$ cat config.mk
export PLATFORM = sky130hd
export DESIGN_NAME = sadc_top
export DESIGN_NICKNAME = d
export VERILOG_FILES = /design/src/verilog/sadc_pkg.sv /design/src/verilog/sadc_top.sv
export VERILOG_INCLUDE_DIRS = /design/src /design/src/verilog
export SDC_FILE = /design/constraint.sdc
export NUM_CORES = 1
export LEC_CHECK = 0
export BUFFER_PORTS_ARGS = -buffer_cell sky130_fd_sc_hd__buf_2
export CAP_MARGIN = 5
export CORE_AREA = 3 3 188 190
export DETAILED_ROUTE_END_ITERATION = 7
export DIE_AREA = 0 0 191 193
export GPL_ROUTABILITY_DRIVEN = 0
export MAX_ROUTING_LAYER = met4
export PLACE_DENSITY_LB_ADDON = 0.12
export SYNTH_ARGS = -nofsm -noshare
export SYNTH_HDL_FRONTEND = slang
export SYNTH_SLANG_ARGS = --single-unit
$ cat constraint.sdc
create_clock -name pclk -period 4.95 [get_ports pclk]
set_clock_uncertainty 0.1 [all_clocks]
set_input_delay 0.99 -clock pclk [delete_from_list [all_inputs] [get_ports pclk]]
set_output_delay 0.99 -clock pclk [all_outputs]
set_load 0.05 [all_outputs]
$ cat src/verilog/sadc_consts.svh
// Register offsets, field positions and timing counts of the converter
`ifndef SADC_CONSTS_SVH
`define SADC_CONSTS_SVH
`define SADC_A_CMD    8'h00
`define SADC_A_CFG    8'h04
`define SADC_A_CHEN   8'h10
`define SADC_A_CHDIS  8'h14
`define SADC_A_CHST   8'h18
`define SADC_A_FLAGS  8'h1C
`define SADC_A_LAST   8'h20
`define SADC_A_IEN    8'h24
`define SADC_A_IDIS   8'h28
`define SADC_A_IMASK  8'h2C
`define SADC_A_CDR0   8'h30
`define SADC_A_CDR7   8'h4C
`define SADC_B_SWRST  0
`define SADC_B_START  1
`define SADC_F_HW_TRIGGER_ENABLE  0
`define SADC_F_HW_TRIGGER_SELECT 3:1
`define SADC_F_LOW_RESOLUTION_SELECT 4
`define SADC_F_SLEEP  5
`define SADC_F_DIV    13:8
`define SADC_F_STUP   22:16
`define SADC_F_SHT    27:24
`define SADC_CFG_MASK 32'h0F7F3F3F
`define SADC_CFG_RST  32'h00000000
`define SADC_FL_BITS  18
`define SADC_CONV_CYC 10
`define SADC_STUP_MUL 8
`endif

$ cat src/verilog/sadc_pkg.sv
// Types shared by the converter control logic
package sadc_pkg;
    typedef logic [9:0] sadc_data_t;
    typedef enum logic [3:0] {
        ST_IDLE   = 4'b0001,
        ST_START  = 4'b0010,
        ST_SAMPLE = 4'b0100,
        ST_CONV   = 4'b1000
    } sadc_state_t;
endpackage

$ cat src/verilog/sadc_top.sv
// Control logic of an 8-channel successive-approximation converter
//
// The implementer's own choices: the register addresses and register access over APB.
`timescale 1ns/1ps
`include "sadc_consts.svh"

module sadc_top
(
    input  wire logic              pclk,
    input  wire logic              presetn,
    input  wire logic              psel,
    input  wire logic              penable,
    input  wire logic              pwrite,
    input  wire logic [7:0]        paddr,
    input  wire logic [31:0]       pwdata,
    output logic      [31:0]       prdata,
    output logic                   pready,
    output logic                   pslverr,
    input  wire logic [5:0]        int_trig,
    input  wire logic              ext_trig,
    input  wire sadc_pkg::sadc_data_t ana_result,
    output logic                   ana_power_on,
    output logic                   ana_sample,
    output logic                   ana_convert,
    output logic      [2:0]        ana_channel,
    output logic                   adc_clk,
    output logic                   dma_req,
    output logic                   dma_size_16,
    output logic                   irq
);
    import sadc_pkg::*;

    ////////////////////////////////////////////////////////////////////////
    // Declarations
    logic [31:0]  cfg_r;
    logic [7:0]   ch_en_r;
    logic [17:0]  imr_r;
    logic [7:0]   eoc_r;
    logic [7:0]   ovr_r;
    logic         result_available_flag_r;
    logic         global_overrun_flag_r;
    sadc_data_t   cdr_r [8];
    sadc_data_t   last_result_register_r;
    logic [2:0]   last_ch_r;
    logic [31:0]  prdata_r;
    logic         dma_req_r;
    logic         irq_r;
    logic [5:0]   div_cnt_r;
    logic         adc_clk_r;
    logic [7:0]   trg_s1_r;
    logic [7:0]   trg_s2_r;
    logic         trg_prev_r;
    sadc_state_t  st_r;
    logic [2:0]   ch_r;
    logic [9:0]   cyc_r;
    logic         ready_r;
    logic         pend_r;
    logic         wr_acc;
    logic         rd_acc;
    logic         cdr_hit;
    logic [7:0]   cdr_off;
    logic [2:0]   cdr_idx;
    logic         mapped;
    logic         swrst;
    logic         sw_start;
    logic         flags_rd;
    logic         last_rd;
    logic [7:0]   cdr_rd_oh;
    logic [31:0]  flags;
    logic         sleep;
    logic         low_resolution_select;
    logic [5:0]   div;
    logic         idle;
    logic         clk_run;
    logic         tick;
    logic         trg_now;
    logic         hw_edge;
    logic         start_req;
    logic [3:0]   first;
    logic [3:0]   nxt;
    logic [9:0]   stup_last;
    logic         done;
    sadc_data_t   res_val;
    logic [7:0]   eoc_set;
    logic [7:0]   eoc_clr;

    // First enabled channel at or above a start index
    function automatic logic [3:0] next_ch(input logic [7:0] m,
                                           input logic [3:0] from);
        logic [3:0] r;
        r = 4'h0;
        for (int i = 7; i >= 0; i--)
            if (m[i] && 4'(i) >= from)
                r = {1'b1, 3'(i)};
        return r;
    endfunction

    ////////////////////////////////////////////////////////////////////////
    // Bus decode
    assign wr_acc    = psel & penable & pwrite;
    assign rd_acc    = psel & penable & ~pwrite;
    assign cdr_off   = paddr - `SADC_A_CDR0;
    assign cdr_idx   = cdr_off[4:2];
    assign cdr_hit   = paddr >= `SADC_A_CDR0 && paddr <= `SADC_A_CDR7
                       && paddr[1:0] == 2'h0;
    assign pready    = 1'b1;
    assign pslverr   = psel & penable & ~mapped;
    assign prdata    = prdata_r;
    assign swrst     = wr_acc && paddr == `SADC_A_CMD
                       && pwdata[`SADC_B_SWRST];
    assign sw_start  = wr_acc && paddr == `SADC_A_CMD
                       && pwdata[`SADC_B_START];
    assign flags_rd  = rd_acc && paddr == `SADC_A_FLAGS;
    assign last_rd   = rd_acc && paddr == `SADC_A_LAST;
    assign cdr_rd_oh = (rd_acc && cdr_hit) ? 8'h01 << cdr_idx : 8'h00;
    assign flags     = {14'h0, global_overrun_flag_r, result_available_flag_r, ovr_r, eoc_r};

    always_comb
    begin
        case (paddr)
            `SADC_A_CMD, `SADC_A_CFG, `SADC_A_CHEN, `SADC_A_CHDIS,
            `SADC_A_CHST, `SADC_A_FLAGS, `SADC_A_LAST, `SADC_A_IEN,
            `SADC_A_IDIS, `SADC_A_IMASK: mapped = 1'b1;
            default: mapped = cdr_hit;
        endcase
    end

    // Read data is captured in the setup phase
    always_ff @(posedge pclk or negedge presetn)
    begin
        if (!presetn)
            prdata_r <= 32'h0;
        else if (psel && !penable)
        begin
            case (paddr)
                `SADC_A_CFG:   prdata_r <= cfg_r;
                `SADC_A_CHST:  prdata_r <= {24'h0, ch_en_r};
                `SADC_A_FLAGS: prdata_r <= flags;
                `SADC_A_LAST:  prdata_r <= {22'h0, last_result_register_r};
                `SADC_A_IMASK: prdata_r <= {14'h0, imr_r};
                default:       prdata_r <= cdr_hit ?
                                   {22'h0, cdr_r[cdr_idx]} : 32'h0;
            endcase
        end
    end

    ////////////////////////////////////////////////////////////////////////
    // Configuration, channel enables and interrupt mask
    always_ff @(posedge pclk or negedge presetn)
    begin
        if (!presetn)
        begin
            cfg_r   <= `SADC_CFG_RST;
            ch_en_r <= 8'h00;
            imr_r   <= 18'h0;
        end
        else if (swrst)
        begin
            cfg_r   <= `SADC_CFG_RST;
            ch_en_r <= 8'h00;
            imr_r   <= 18'h0;
        end
        else if (wr_acc)
        begin
            case (paddr)
                `SADC_A_CFG:   cfg_r   <= pwdata & `SADC_CFG_MASK;
                `SADC_A_CHEN:  ch_en_r <= ch_en_r | pwdata[7:0];
                `SADC_A_CHDIS: ch_en_r <= ch_en_r & ~pwdata[7:0];
                `SADC_A_IEN:   imr_r   <= imr_r | pwdata[17:0];
                `SADC_A_IDIS:  imr_r   <= imr_r & ~pwdata[17:0];
                default:       cfg_r   <= cfg_r;
            endcase
        end
    end

    assign sleep                 = cfg_r[`SADC_F_SLEEP];
    assign low_resolution_select = cfg_r[`SADC_F_LOW_RESOLUTION_SELECT];
    assign div                   = cfg_r[`SADC_F_DIV];
    assign dma_size_16           = ~low_resolution_select;

    ////////////////////////////////////////////////////////////////////////
    // Converter clock divider
    assign idle         = st_r == ST_IDLE;
    assign ana_power_on = ~sleep | ~idle;
    assign clk_run      = ana_power_on;
    assign tick         = clk_run && div_cnt_r >= div && !adc_clk_r;
    assign adc_clk      = adc_clk_r;

    always_ff @(posedge pclk or negedge presetn)
    begin
        if (!presetn)
        begin
            div_cnt_r <= 6'h0;
            adc_clk_r <= 1'b0;
        end
        else if (!clk_run || swrst)
        begin
            div_cnt_r <= 6'h0;
            adc_clk_r <= 1'b0;
        end
        else if (div_cnt_r >= div)
        begin
            div_cnt_r <= 6'h0;
            adc_clk_r <= ~adc_clk_r;
        end
        else
            div_cnt_r <= div_cnt_r + 6'h1;
    end

    ////////////////////////////////////////////////////////////////////////
    // Trigger synchronisers and edge detect
    assign trg_now   = trg_s2_r[cfg_r[`SADC_F_HW_TRIGGER_SELECT]];
    assign hw_edge   = cfg_r[`SADC_F_HW_TRIGGER_ENABLE] & trg_now & ~trg_prev_r;
    assign start_req = sw_start | hw_edge;

    always_ff @(posedge pclk or negedge presetn)
    begin
        if (!presetn)
        begin
            trg_s1_r   <= 8'h00;
            trg_s2_r   <= 8'h00;
            trg_prev_r <= 1'b0;
        end
        else
        begin
            trg_s1_r   <= {1'b0, ext_trig, int_trig};
            trg_s2_r   <= trg_s1_r;
            trg_prev_r <= trg_now;
        end
    end

    ////////////////////////////////////////////////////////////////////////
    // Conversion sequencer
    assign first     = next_ch(ch_en_r, 4'h0);
    assign nxt       = next_ch(ch_en_r, {1'b0, ch_r} + 4'h1);
    assign stup_last = 10'(({3'h0, cfg_r[`SADC_F_STUP]} + 10'h1)
                       * `SADC_STUP_MUL - 1);
    assign done      = st_r == ST_CONV && tick
                       && cyc_r == 10'(`SADC_CONV_CYC - 1);
    assign res_val   = low_resolution_select ?
                       {2'h0, ana_result[9:2]} : ana_result;
    assign ana_sample  = st_r == ST_SAMPLE;
    assign ana_convert = st_r == ST_CONV;
    assign ana_channel = ch_r;

    always_ff @(posedge pclk or negedge presetn)
    begin
        if (!presetn)
        begin
            st_r    <= ST_IDLE;
            ch_r    <= 3'h0;
            cyc_r   <= 10'h0;
            ready_r <= 1'b0;
            pend_r  <= 1'b0;
        end
        else if (swrst)
        begin
            st_r    <= ST_IDLE;
            ch_r    <= 3'h0;
            cyc_r   <= 10'h0;
            ready_r <= 1'b0;
            pend_r  <= 1'b0;
        end
        else
        begin
            if (!ana_power_on)
                ready_r <= 1'b0;
            if (start_req && !idle && !sleep)
                pend_r <= 1'b1;
            case (st_r)
                ST_IDLE:
                begin
                    cyc_r <= 10'h0;
                    if ((start_req || pend_r) && first[3])
                    begin
                        ch_r <= first[2:0];
                        // Warm cell waits for a tick: sampling spans whole clocks
                        if (!ready_r || tick)
                        begin
                            pend_r <= 1'b0;
                            st_r   <= ready_r ? ST_SAMPLE : ST_START;
                        end
                        else
                            pend_r <= 1'b1;
                    end
                    else
                        pend_r <= 1'b0;
                end
                ST_START:
                    if (tick)
                    begin
                        if (cyc_r == stup_last)
                        begin
                            cyc_r   <= 10'h0;
                            ready_r <= 1'b1;
                            st_r    <= ST_SAMPLE;
                        end
                        else
                            cyc_r <= cyc_r + 10'h1;
                    end
                ST_SAMPLE:
                    if (tick)
                    begin
                        if (cyc_r == {6'h0, cfg_r[`SADC_F_SHT]})
                        begin
                            cyc_r <= 10'h0;
                            st_r  <= ST_CONV;
                        end
                        else
                            cyc_r <= cyc_r + 10'h1;
                    end
                ST_CONV:
                    if (tick)
                    begin
                        if (done)
                        begin
                            cyc_r <= 10'h0;
                            ch_r  <= nxt[2:0];
                            st_r  <= nxt[3] ? ST_SAMPLE : ST_IDLE;
                        end
                        else
                            cyc_r <= cyc_r + 10'h1;
                    end
                default: st_r <= ST_IDLE;
            endcase
        end
    end

    ////////////////////////////////////////////////////////////////////////
    // Results
    genvar g;
    for (g = 0; g < 8; g++)
    begin : g_cdr
        always_ff @(posedge pclk or negedge presetn)
        begin
            if (!presetn)
                cdr_r[g] <= 10'h0;
            else if (swrst)
                cdr_r[g] <= 10'h0;
            else if (done && ch_r == 3'(g))
                cdr_r[g] <= res_val;
        end
    end

    always_ff @(posedge pclk or negedge presetn)
    begin
        if (!presetn)
        begin
            last_result_register_r    <= 10'h0;
            last_ch_r <= 3'h0;
        end
        else if (swrst)
        begin
            last_result_register_r    <= 10'h0;
            last_ch_r <= 3'h0;
        end
        else if (done)
        begin
            last_result_register_r    <= res_val;
            last_ch_r <= ch_r;
        end
    end

    ////////////////////////////////////////////////////////////////////////
    // Status flags, DMA request and interrupt
    assign eoc_set = done ? 8'h01 << ch_r : 8'h00;
    assign eoc_clr = cdr_rd_oh
                     | (last_rd ? 8'h01 << last_ch_r : 8'h00);

    always_ff @(posedge pclk or negedge presetn)
    begin
        if (!presetn)
        begin
            eoc_r   <= 8'h00;
            ovr_r   <= 8'h00;
            result_available_flag_r  <= 1'b0;
            global_overrun_flag_r <= 1'b0;
        end
        else if (swrst)
        begin
            eoc_r   <= 8'h00;
            ovr_r   <= 8'h00;
            result_available_flag_r  <= 1'b0;
            global_overrun_flag_r <= 1'b0;
        end
        else
        begin
            eoc_r   <= (eoc_r & ~eoc_clr) | eoc_set;
            ovr_r   <= (ovr_r & ~{8{flags_rd}})
                       | (eoc_set & eoc_r);
            result_available_flag_r  <= (result_available_flag_r & ~last_rd) | done;
            global_overrun_flag_r <= (global_overrun_flag_r & ~flags_rd) | (done & result_available_flag_r);
        end
    end

    always_ff @(posedge pclk or negedge presetn)
    begin
        if (!presetn)
        begin
            dma_req_r <= 1'b0;
            irq_r     <= 1'b0;
        end
        else
        begin
            dma_req_r <= done & ~result_available_flag_r & ch_en_r[ch_r];
            irq_r     <= |(flags[`SADC_FL_BITS-1:0] & imr_r);
        end
    end

    assign dma_req = dma_req_r;
    assign irq     = irq_r;

    ////////////////////////////////////////////////////////////////////////
    // Checks
    logic        [10:0] tk_r;
    logic        [6:0]  hi_r;
    sadc_state_t        st_d_r;

    always_ff @(posedge pclk or negedge presetn)
    begin
        if (!presetn)
        begin
            tk_r   <= 11'h0;
            hi_r   <= 7'h0;
            st_d_r <= ST_IDLE;
        end
        else
        begin
            st_d_r <= st_r;
            tk_r   <= (st_r != st_d_r) ? {10'h0, tick} : tk_r + 11'(tick);
            hi_r   <= adc_clk_r ? hi_r + 7'h1 : 7'h0;
        end
    end
endmodule // sadc_top
# Word-level counts from Yosys, hierarchy flattened

Cells that the tools add are included.

Equal/unequal tests: 31
Muxes and demuxes: 102
Bitwise logic cells: 41
Reduce and logical (&&, ||, !) cells: 69
Shift operators: 3
$lt $le $gt $ge: 14
Add/subtract/negate cells: 6

Operator list:

| kind                                                                  | number |
|---|---|
| 10-bit 2-to-1 mux                                                     | 29 |
| 32-bit one-hot mux with 5 select lines                                | 1 |
| 4-bit 2-to-1 mux                                                      | 25 |
| 32-bit 2-to-1 mux                                                     | 3 |
| 8-bit 2-to-1 mux                                                      | 7 |
| 10-bit one-hot mux with 4 select lines                                | 1 |
| 18-bit bitwise AND                                                    | 2 |
| 18-bit 2-to-1 mux                                                     | 2 |
| 18-bit one-hot mux with 2 select lines                                | 1 |
| 8-bit bitwise AND                                                     | 4 |
| 8-bit by 5-bit equality test with 1-bit output, second input constant | 4 |
| 8-bit by 6-bit equality test with 1-bit output, second input constant | 4 |
| 1-bit logical AND                                                     | 32 |
| 8-bit bitwise OR                                                      | 4 |
| 10-bit binary-select mux with 3-bit select                            | 1 |
| 3-bit 2-to-1 mux                                                      | 8 |
| 8-bit NOT                                                             | 3 |
| 2-bit nonzero test                                                    | 12 |
| 1-bit by 3-bit left shift with 8-bit output, first input constant     | 3 |
| 18-bit NOT                                                            | 1 |
| 18-bit bitwise OR                                                     | 1 |
| 18-bit OR reduction                                                   | 1 |
| 1-bit 2-to-1 mux                                                      | 17 |
| 3-bit by 4-bit >= comparator with 1-bit output, first input constant  | 4 |
| 47 further kinds                                                      | 96 |

Word-level logic and storage cells: 296
Output and inout bits: 44
Register bits after elaboration: 244
Input bits: 62

# Logic depth before layout (Yosys ltp)

Gate-level depths: netlist of run 1.

Word-level depth: 16
Gate-level depth with buffers: 13
Gate-level depth less buffers: 10

# Worst setup path before layout of run 1

Ideal clock, no wire load.

Kind: input to output
Start point: input port paddr[4]
End point: output port pslverr
Buffers on the path: 2
Cell stages on the path: 6
Arrival: 4.232 ns
Required time: 3.860 ns
Path slack: -0.372 ns
Cells stage by stage: clkbuf_1 nor2_1 nand2_1 clkbuf_1 nand3_1 a2111oi_0

Word-level cells in the longest chain between the ends: 6
Elaborated cells on any way between the ends: 18
Classes of those cells: 2 x order compare; 9 x eq/ne; 1 x mux; 2 x bitwise; 4 x reduce/logical

RTL lines:

| item                                                                                                                                         | RTL line        | source |
|---|---|---|
| start: declaration                                                                                                                           | sadc_top.sv:14  | `input wire logic [7:0] paddr,` |
| 8-bit by 6-bit >= comparator with 1-bit output (no source line) or 8-bit by 7-bit less-or-equal comparator with 1-bit output (tied branches) | n/a             |  |
| 1-bit logical AND (no source line)                                                                                                           | n/a             |  |
| 1-bit logical AND                                                                                                                            | sadc_top.sv:104 | `` assign cdr_hit = paddr >= `SADC_A_CDR0 && paddr <= `SADC_A_CDR7 `` |
| 1-bit 2-to-1 mux *                                                                                                                           | sadc_top.sv:120 | `case (paddr)` |
| 1-bit NOT *                                                                                                                                  | sadc_top.sv:107 | `assign pslverr = psel & penable & ~mapped;` |
| 1-bit bitwise AND *                                                                                                                          | sadc_top.sv:107 |  |
| end: declaration                                                                                                                             | sadc_top.sv:18  | `output logic pslverr,` |

Every way passes the cells marked *; elsewhere a longest branch is shown, timed or not.

# Final worst setup path of run 1

Ends and elaborated chain as after synthesis.

==> results of run 1 <==
worst max-delay path, delay by kind of cell:
kind | cells | cell delay [ns]
buffers and inverters | 2 | 0.79
AND/OR/NAND/NOR | 3 | 0.73
AO/OA/AOI/OAI | 1 | 0.48
layout by cell type, fill, tap and decap left out, types with 6 or more instances in the layout:
master	synthesis	routed
xor2_1	6	6
nand2b_1	14	13
nand2_1	158	158
inv_1	21	21
mux2i_1	17	17
a22oi_1	22	22
conb_1	2	6
dfrtp_1	229	229
buf_4	7	22
nor2_1	59	59
xnor2_1	14	14
mux2_2	21	21
nor3_1	18	16
bufinv_16	0	7
o22ai_1	11	11
nor2b_1	10	10
a21oi_1	72	72
mux4_2	23	23
a21o_1	10	10
and2_1	7	6
ha_1	17	17
a31oi_1	9	9
a22o_1	30	30
o21ai_0	132	132
clkbuf_16	0	26
and3_1	13	13
nand3_1	110	110
buf_2	22	93
a221oi_1	21	21
synth_stat cells, types with 3 or more instances:
cell type	count	share of area
a211oi_1	3	0.0019
nor3_1	18	0.0077
a21o_1	10	0.0064
nand2_2	4	0.0021
a32oi_1	5	0.0037
mux2i_1	17	0.014
a211o_1	4	0.0030
a221oi_1	21	0.016
and2_1	7	0.0037
nand4_1	5	0.0027
nor4_1	4	0.0021
o21ai_1	3	0.0013
a22oi_1	22	0.014
o22ai_1	11	0.0059
or3_1	3	0.0016
a21oi_1	72	0.031
xnor2_1	14	0.010
clkbuf_1	51	0.016
and3_1	13	0.0069
dfrtp_1	229	0.49
a22o_1	30	0.022
mux2_2	21	0.020
o21ai_0	132	0.056
o21ai_2	3	0.0022
buf_1	10	0.0032
nor2_1	59	0.019
xor2_1	6	0.0045
ha_1	17	0.018
nand3_1	110	0.047
nand2b_1	14	0.0075
nor2b_1	10	0.0053
nand2_1	158	0.050
nand3b_1	5	0.0032
mux4_2	23	0.044
inv_1	21	0.0067
a31oi_1	9	0.0048
buf_2	22	0.0094
o211ai_1	4	0.0026
buf_4	7	0.0045
layer usage:
metal  wire length, microns  vias up  share of wire  GRT usage
li1                       -     4519              -          -
met1                  17100     4654           0.47      0.286
met2                  17300      212           0.47      0.326
met3                   1580       48          0.043     0.0248
met4                    722        0          0.020     0.0418
met5                      0        -              0          -
cell families after synthesis:
| logic type | after synthesis | share of synthesized area |
|---|---|---|
| buffers and inverters | 113 | 0.0420 |
| multiplexers | 61 | 0.0787 |
| AO/OA/AOI/OAI | 350 | 0.187 |
| other | 2 | 0.000639 |
| adder cells (fa/ha/maj) | 17 | 0.0181 |
| AND/OR/NAND/NOR | 422 | 0.169 |
| flip-flops | 230 | 0.490 |
| XOR/XNOR | 20 | 0.0149 |
sequential cells by signal (all words and copies together), names as in the netlist, 8 cells and up:
name and flops:
cdr_r 80, cfg_r 23, ch_en_r 8, cyc_r 10, eoc_r 8, imr_r 18
last_result_register_r 10, ovr_r 8, prdata 27
path summary, 6_finish.rpt:
kind,endpoint,cells after the start
worst max-delay path,pslverr,6
worst min-delay path,trg_s2_r[0],0
worst max register to register,cdr_r[29],12
worst min register to register,trg_s2_r[0],0
max in group asynchronous,cdr_r[39],2
min in group asynchronous,st_r[2],1
power by group through the flow:
stage	logic (W)	registers [W]	clock network (W)
after detailed placement	0.000487	0.00205	0
final	0.000482	0.00202	0.00222
after CTS	0.000488	0.00202	0.00227
after global routing	0.000538	0.00203	0.00235
after floorplan	0.000292	0.00206	0
after global placement	0.000484	0.00205	0
cell type report:
class                      instances  area (sq um)
multi-input combinational        876          5540
timing repair buffer             118           686
inverter                          21          78.8
sequential                       230          5760
antenna                            1          2.50
clock inverter                    16           275
tap                              448           561
clock buffer                      31           719
fill                            3371         20000
stage by stage:
step	setup slack [ns]	area (sq um)	hold slack, ns
floorplan	0.298	11800	0.231
global placement	0.995	12600	0.238
detailed placement	1.01	12600	0.236
CTS	0.999	13600	0.245
global route	0.836	13600	0.252
finish	0.851	13600	0.244
==> results.tsv, run 1 <==
metric	value	unit
Seq/Total Area, Yosys	0.490	
Final Max Tran Viols	0	
layout cells sized above 1	0.180	
Final HPWL DP	25100	microns
post-layout power	0.00472	W
mean number of vias per cell	5.42	
io pins	106	
dominant synthesized flop cell	dfrtp_1	
FF-to-FF Start	cfg_r[9]	
final core utilization	0.405	
Crit. End Element	output port	
Switch Pwr	0.00120	W
clock power share	0.470	
Netlist cell types	66	
Rows	67	
Seq cells post-synth	230	
worst slew pin tran	0.983	ns
slew margin rel.	0.339	
Setup TNS Final	0	ns
Post-synth EDFFs	0	
Final setup viols	0	
worst endpoint required time	3.86	ns
Peak VDD IR	0.243	mV
CTS H-tree lvls	1	
minimum clock period after layout	4.10	ns
CP Launch Point	paddr[4]	
CTS Buf Count	26	
Leak	6.01	nW
Mapped Area	11800	sq um
via count	9433	
Worst path slowest cell	a2111oi_1	
Hold Startpoint	trg_s1_r[0]	
Layout Cells excl Fill	1741	
outcome	completed	
crit path launch type	input port	
Internal	0.00352	W
ANT nets after route	0	
Cell Chain, Critical Path	buf_2 > nor2_1 > nand2_1 > nand3_1 > a2111oi_1 > buf_2	
Synth Warn #	0	
Die H	193	microns
clk slew on worst S/H paths	0.06	ns
first-pass GRT wire length	57200	microns
worst hold path type	flip-flop to flip-flop	
PortBufs	94	
die width	191	microns
Overflow after GRT	0	
# DRC	0	
Max-Cap Viols	0	
RSZ-0062 raised after global routing	false	
WL/cell	21.0	microns
Worst path most repeated cell	buf_2	
Mapped Cells	1215	
period utilization	0.828	
r2r setup slk	1.61	ns
Critical Path Max Stage Delay	0.48	ns
area delta synth->final	15.9	%
Gate power share	0.102	
CP Class	input port to output port	
Starting Density	0.350	
Async S/R FF share, synth	1.00	
Clock Latency Late Sink	0.54	ns
crit-path max FO	19	
clock root buffer	clkbuf_16	
crit path DAT	3.01	ns
clock tree buffer depth	3	
Post-Route WL	36600	microns
total placed cells including tap cells	1693	
First-pass DRT Iterations	5	
P per Cell Area	347	nW/um^2
GRT Total Usage	0.205	
DRT iter0 DRCs	699	
initial antenna violation count	0	
synthesized area per cell	9.67	sq um
CORE AREA	33600	sq um
Post-CTS Resized	0	
CTS tree	yes	
vias in the first global route	9370	
TritonCTS sink count	230	
number of hold violations in the final report	0	
Post-CTS Setup Inserts	0	
fmax	0.244	GHz
largest net degree at the start of global routing	119	
NumNets Final	1352	
sw frac	0.254	
hold_buf cts	0	
die area	36900	sq um
register share of total power	0.427	
Power figures use the tool's default switching activity.
==> inputs of run 2 (changes only) <==
==> constraint.sdc (replaced) <==
create_clock -name pclk -period 4.28 [get_ports pclk]
set_clock_uncertainty 0.1 [all_clocks]
set_input_delay 0.856 -clock pclk [delete_from_list [all_inputs] [get_ports pclk]]
set_output_delay 0.856 -clock pclk [all_outputs]
set_load 0.05 [all_outputs]
==> run 2 against run 1 <==
Against the previous run:
- cell area is 0.79% higher
- total power rose by 17%
- sequential share of layout area fell by 0.33 points
- largest power group unchanged
==> results.tsv, run 2 (synthesis gave the netlist of run 1 again) <==
metric	value	unit
P per Cell Area	401	nW/um^2
crit path DAT	3.64	ns
clock tree buffer depth	3	
mean number of vias per cell	5.51	
CORE AREA	33600	sq um
TritonCTS sink count	230	
final core utilization	0.408	
Final setup viols	0	
Starting Density	0.350	
NumNets Final	1359	
First-pass DRT Iterations	5	
area delta synth->final	16.8	%
hold_buf cts	0	
worst hold path type	input port to asynchronous set/reset pin	
number of hold violations in the final report	0	
first-pass GRT wire length	57800	microns
Internal	0.00411	W
crit path launch type	flip-flop	
Post-CTS Resized	0	
initial antenna violation count	0	
die area	36900	sq um
commonest cells after routing, fill and taps aside	dfrtp_1, nand2_1, o21ai_0, nand3_1, buf_2	
CTS tree	yes	
CP Class	flip-flop to flip-flop	
leading cell type in the layout, fill and taps excluded	dfrtp_1	
Post-CTS Setup Inserts	0	
clock power share	0.474	
Peak VDD IR	0.263	mV
PortBufs	94	
CTS Buf Count	27	
layout cells sized above 1	0.184	
Max-Cap Viols	0	
Rows	67	
Final HPWL DP	25200	microns
largest net degree at the start of global routing	89	
worst endpoint required time	4.62	ns
GRT Total Usage	0.207	
RSZ-0062 raised after global routing	false	
Layout Cells excl Fill	1748	
clock root buffer	clkbuf_16	
Final Max Tran Viols	0	
Setup TNS Final	0	ns
slew margin rel.	0.387	
minimum clock period after layout	3.31	ns
CTS H-tree lvls	1	
Fill cells	3335	
worst slew pin tran	0.920	ns
WL/cell	21.1	microns
period utilization	0.772	
Leak	6.07	nW
fmax	0.303	GHz
Overflow after GRT	0	
total placed cells including tap cells	1699	
Post-Route WL	36900	microns
Die H	193	microns
vias in the first global route	9550	
DRT iter0 DRCs	734	
Crit. End Element	flip-flop	
Gate power share	0.102	
ANT nets after route	0	
Largest register FFs	80	
io pins	106	
# diodes	0	
via count	9633	
post-layout power	0.00551	W
Clock Latency Late Sink	0.55	ns
largest reg by FF count	cdr_r	
crit-path max FO	18	
die width	191	microns
register share of total power	0.424	
sw frac	0.253	
Switch Pwr	0.00140	W
outcome	completed	
# DRC	0	
clk slew on worst S/H paths	0.06	ns
run 2: cell count changes in the layout (fill, tap and decap cells not counted), sizes merged:
cell | before | now
clkinvlp | 2 | 1
inv | 21 | 22
clkinv | 7 | 6
diode | 1 | 0
clkbuf | 31 | 34
buf | 118 | 124
run 2: final cells by class:
| class | count | area (sq um) | share of cell area |
|---|---|---|---|
| clock buffers | 34 | 742 | 0.0541 |
| repair buffers | 124 | 768 | 0.0560 |
| inverters | 21 | 78.8 | 0.00574 |
| well taps | 448 | 561 | 0.0408 |
| multi-input cells | 876 | 5540 | 0.404 |
| flip-flops and latches | 230 | 5760 | 0.419 |
| clock inverters | 15 | 275 | 0.0201 |
run 2: routing by layer:
metal,vias up,GRT usage,share of wire
li1,4529,-,-
met1,4791,0.284,0.46
met2,254,0.333,0.48
met3,59,0.0219,0.041
met4,0,0.0497,0.024
met5,-,-,0
run 2: power by group through the flow:
stage	clock network, W	registers [W]	logic (W)
5_1_grt	0.00275	0.00235	0.000627
4_1_cts	0.00268	0.00233	0.000567
3_5_place_dp	0	0.00237	0.000565
2_1_floorplan	0	0.00238	0.000338
6_report	0.00261	0.00234	0.000561
3_3_place_gp	0	0.00237	0.000562
run 2: path summary, 6_finish.rpt:
path / startpoint / end / slack [ns] / cells after the start
max reg2reg: cfg_r[8] / cdr_r[38] / 0.97 / 10
max in group asynchronous: presetn / trg_s2_r[0] / 3.06 / 2
min in group pclk: trg_s1_r[1] / trg_s2_r[1] / 0.25 / 0
min: presetn / cyc_r[5] / 0.16 / 1
min reg2reg: trg_s1_r[1] / trg_s2_r[1] / 0.25 / 0
max: cfg_r[8] / cdr_r[38] / 0.97 / 10
run 2: metrics by stage:
stage	hold slack (ns)	setup slack [ns]	cell area, sq um
floorplan	0.231	0.595	11800
global placement	0.236	0.664	12700
detailed placement	0.235	0.616	12700
CTS	0.165	0.896	13700
global route	0.193	0.681	13700
finish	0.161	0.975	13700
run 2: worst max-delay path, stage by stage, from the launching register on:
cell      delay, ns
dfrtp_1        0.43
ha_1           0.31
nor2b_1        0.11
o21ai_0        0.11
a221oi_1       0.78
nor2_1         0.14
and3_1         0.42
nand3_1        0.20
buf_4          0.29
mux2i_1        0.22
nor2_1         0.06
==> inputs of run 3 (changes only) <==
--- a/config.mk
+++ b/config.mk
@@ -6,11 +6,12 @@
 export SDC_FILE = /design/constraint.sdc
 export NUM_CORES = 1
 export LEC_CHECK = 0
+export ABC_AREA = 1
 export BUFFER_PORTS_ARGS = -buffer_cell sky130_fd_sc_hd__buf_2
 export CAP_MARGIN = 5
-export CORE_AREA = 3 3 188 190
+export CORE_AREA = 3 3 189 191
 export DETAILED_ROUTE_END_ITERATION = 7
-export DIE_AREA = 0 0 191 193
+export DIE_AREA = 0 0 192 194
 export GPL_ROUTABILITY_DRIVEN = 0
 export MAX_ROUTING_LAYER = met4
 export PLACE_DENSITY_LB_ADDON = 0.12
==> constraint.sdc (replaced) <==
create_clock -name pclk -period 3.1 [get_ports pclk]
set_clock_uncertainty 0.1 [all_clocks]
set_input_delay 0.62 -clock pclk [delete_from_list [all_inputs] [get_ports pclk]]
set_output_delay 0.62 -clock pclk [all_outputs]
set_load 0.05 [all_outputs]
==> run 3 against run 2 <==
Against the previous run:
- combinational power up 150%
- first-iteration DRC count increased by 8.7%
- synthesized cell count grew 25%
- flip-flop and latch count stayed put
- hold slack worse by 0.082 ns
- global-route usage up 0.62 points
- synthesized area grew 1.0%
- die area grew 1.0%
- sequential share of layout area fell by 0.43 points
- sequential power grew 41%
- cell area increased by 1.0%
- largest cell class unchanged
==> results.tsv, run 3 <==
metric	value	unit
outcome	completed	
Max-Cap Viols	0	
first-pass GRT wire length	60700	microns
top cell type's share of synthesized area	0.483	
# DRC	0	
TritonCTS sink count	230	
Worst path slowest cell	nor4_2	
pre-CTS setup slack	0.176	ns
PortBufs	94	
Crit. End Element	output port	
GRT Total Usage	0.213	
Starting Density	0.346	
worst endpoint required time	2.38	ns
vias in the first global route	10200	
commonest cells after routing, fill and taps aside	nand2_1, dfrtp_1, inv_1, o21ai_0, nor2_1	
clock root buffer	clkbuf_16	
Die H	194	microns
Post-Route WL	38700	microns
Post-CTS Resized	0	
CTS H-tree lvls	1	
initial antenna violation count	0	
Seq/Total Area, Yosys	0.485	
P per Cell Area	568	nW/um^2
leading cell type in the layout, fill and taps excluded	nand2_1	
Synth Warn #	0	
synthesized area per cell	7.84	sq um
dominant synthesized flop cell	dfrtp_1	
Synth area leaders	dfrtp_1, nand2_1, o21ai_0	
slew margin rel.	0.569	
mean number of vias per cell	5.10	
Setup TNS Final	0	ns
First-pass DRT Iterations	5	
Final Max Tran Viols	0	
area delta synth->final	16.8	%
minimum clock period after layout	2.82	ns
Async S/R FF share, synth	1.00	
Crit path max-delay family	simple AND/OR/NAND/NOR gates	
Peak VDD IR	0.355	mV
worst hold path type	input port to flip-flop	
Fill cells	3562	
Cell Chain, Critical Path	buf_2 > buf_4 > nor3_2 > nand2_1 > nand4_1 > nor4_2 > buf_12	
post-synth top area cell	dfrtp_1	
Seq cells post-synth	230	
RSZ-0062 raised after global routing	false	
Largest register FFs	80	
CP Buf/Inv Count	3	
die width	192	microns
worst setup margin	0.278	ns
count leader, synth	nand2_1	
die area	37200	sq um
Synth top cells by count	nand2_1, dfrtp_1, inv_1	
WL/cell	18.4	microns
period utilization	0.910	
clock tree buffer depth	3	
Leak	6.87	nW
fmax	0.354	GHz
CTS Buf Count	27	
clk slew on worst S/H paths	0.06	ns
Post-synth EDFFs	0	
crit-path max FO	13	
NumNets Final	1698	
Rows	68	
ANT nets after route	0	
Mapped Cells	1514	
Post-CTS Setup Inserts	0	
layout cells sized above 1	0.138	
Netlist cell types	47	
Final setup viols	0	
Clock Latency Late Sink	0.55	ns
crit path launch type	input port	
crit path DAT	2.10	ns
worst slew pin tran	0.645	ns
Mapped Area	11900	sq um
CTS tree	yes	
CP Class	input port to output port	
hold_buf cts	1	
largest net degree at the start of global routing	65	
largest reg by FF count	cdr_r	
Final HPWL DP	27900	microns
CORE AREA	34300	sq um
number of hold violations in the final report	0	
Overflow after GRT	0	
Critical Path Max Stage Delay	0.48	ns
post-layout power	0.00788	W
via count	10700	
DRT iter0 DRCs	798	
io pins	106	
==> run 3: changes by cell type in the layout (fill, tap and decap cells not counted), moves of 21 or more <==
cell	before	now
a22o_1	30	0
a22oi_1	22	0
inv_1	21	150
mux2_2	21	0
mux4_2	23	0
nand2_1	158	410
nand3_1	110	62
nor2_1	59	119
o21ai_1	3	61
o22ai_1	11	54
==> run 3: cell type report <==
type	instances	area, sq um	share of cell area
diodes	1	2.50	0.000180
clock buffers	33	708	0.0511
clock inverters	17	174	0.0125
inverters	162	611	0.0440
multi-input cells	1061	5190	0.374
flip-flops and latches	230	5760	0.415
well taps	455	569	0.0411
repair buffers	137	858	0.0619
==> run 3: per-stage QoR <==
stage | std cells | hold slack [ns] | util | cell area (sq um)
2_1_floorplan | 1518 | 0.224 | - | 11900
3_3_place_gp | 2044 | 0.235 | 0.378 | 13000
3_5_place_dp | 2044 | 0.236 | 0.378 | 13000
4_1_cts | 2095 | 0.0653 | 0.404 | 13900
5_1_grt | 2095 | 0.0677 | 0.404 | 13900
6_report | 2096 | 0.0790 | 0.404 | 13900
==> run 3: report_power, final <==
| group | leakage [nW] | internal, W | switching [W] |
|---|---|---|---|
| sequential | 2.92 | 0.00315 | 0.000166 |
| clock | 0.421 | 0.00182 | 0.00136 |
| combinational | 3.53 | 0.000405 | 0.000989 |
==> run 3: cells by family after synthesis <==
family                   share of synthesized area
XOR/XNOR                                   0.00517
AO/OA/AOI/OAI                                0.180
adder cells (fa/ha/maj)                     0.0179
other                                     0.000633
AND/OR/NAND/NOR                              0.232
flip-flops                                   0.485
buffers and inverters                       0.0796
==> run 3: metal layers <==
layer  wire (microns)  part of all wire  GRT usage  vias up
li1                 -                 -          -     5225
met1            18600              0.48      0.309     5150
met2            17500              0.45      0.327      266
met3             1960             0.051     0.0231       50
met4              639             0.017     0.0383        0
met5                0                 0          -        -
==> run 3: final timing paths <==
check,cells past startpoint,slack [ns],start,to
worst max register to register,10,0.58,cyc_r[1],cdr_r[34]
max in group asynchronous,3,1.60,presetn,trg_s1_r[5]
min in group asynchronous,2,0.47,presetn,prdata[7]
worst min-delay path,1,0.08,int_trig[1],trg_s1_r[1]
worst max-delay path,7,0.28,paddr[4],pslverr
worst min register to register,0,0.25,trg_s1_r[4],trg_s2_r[4]
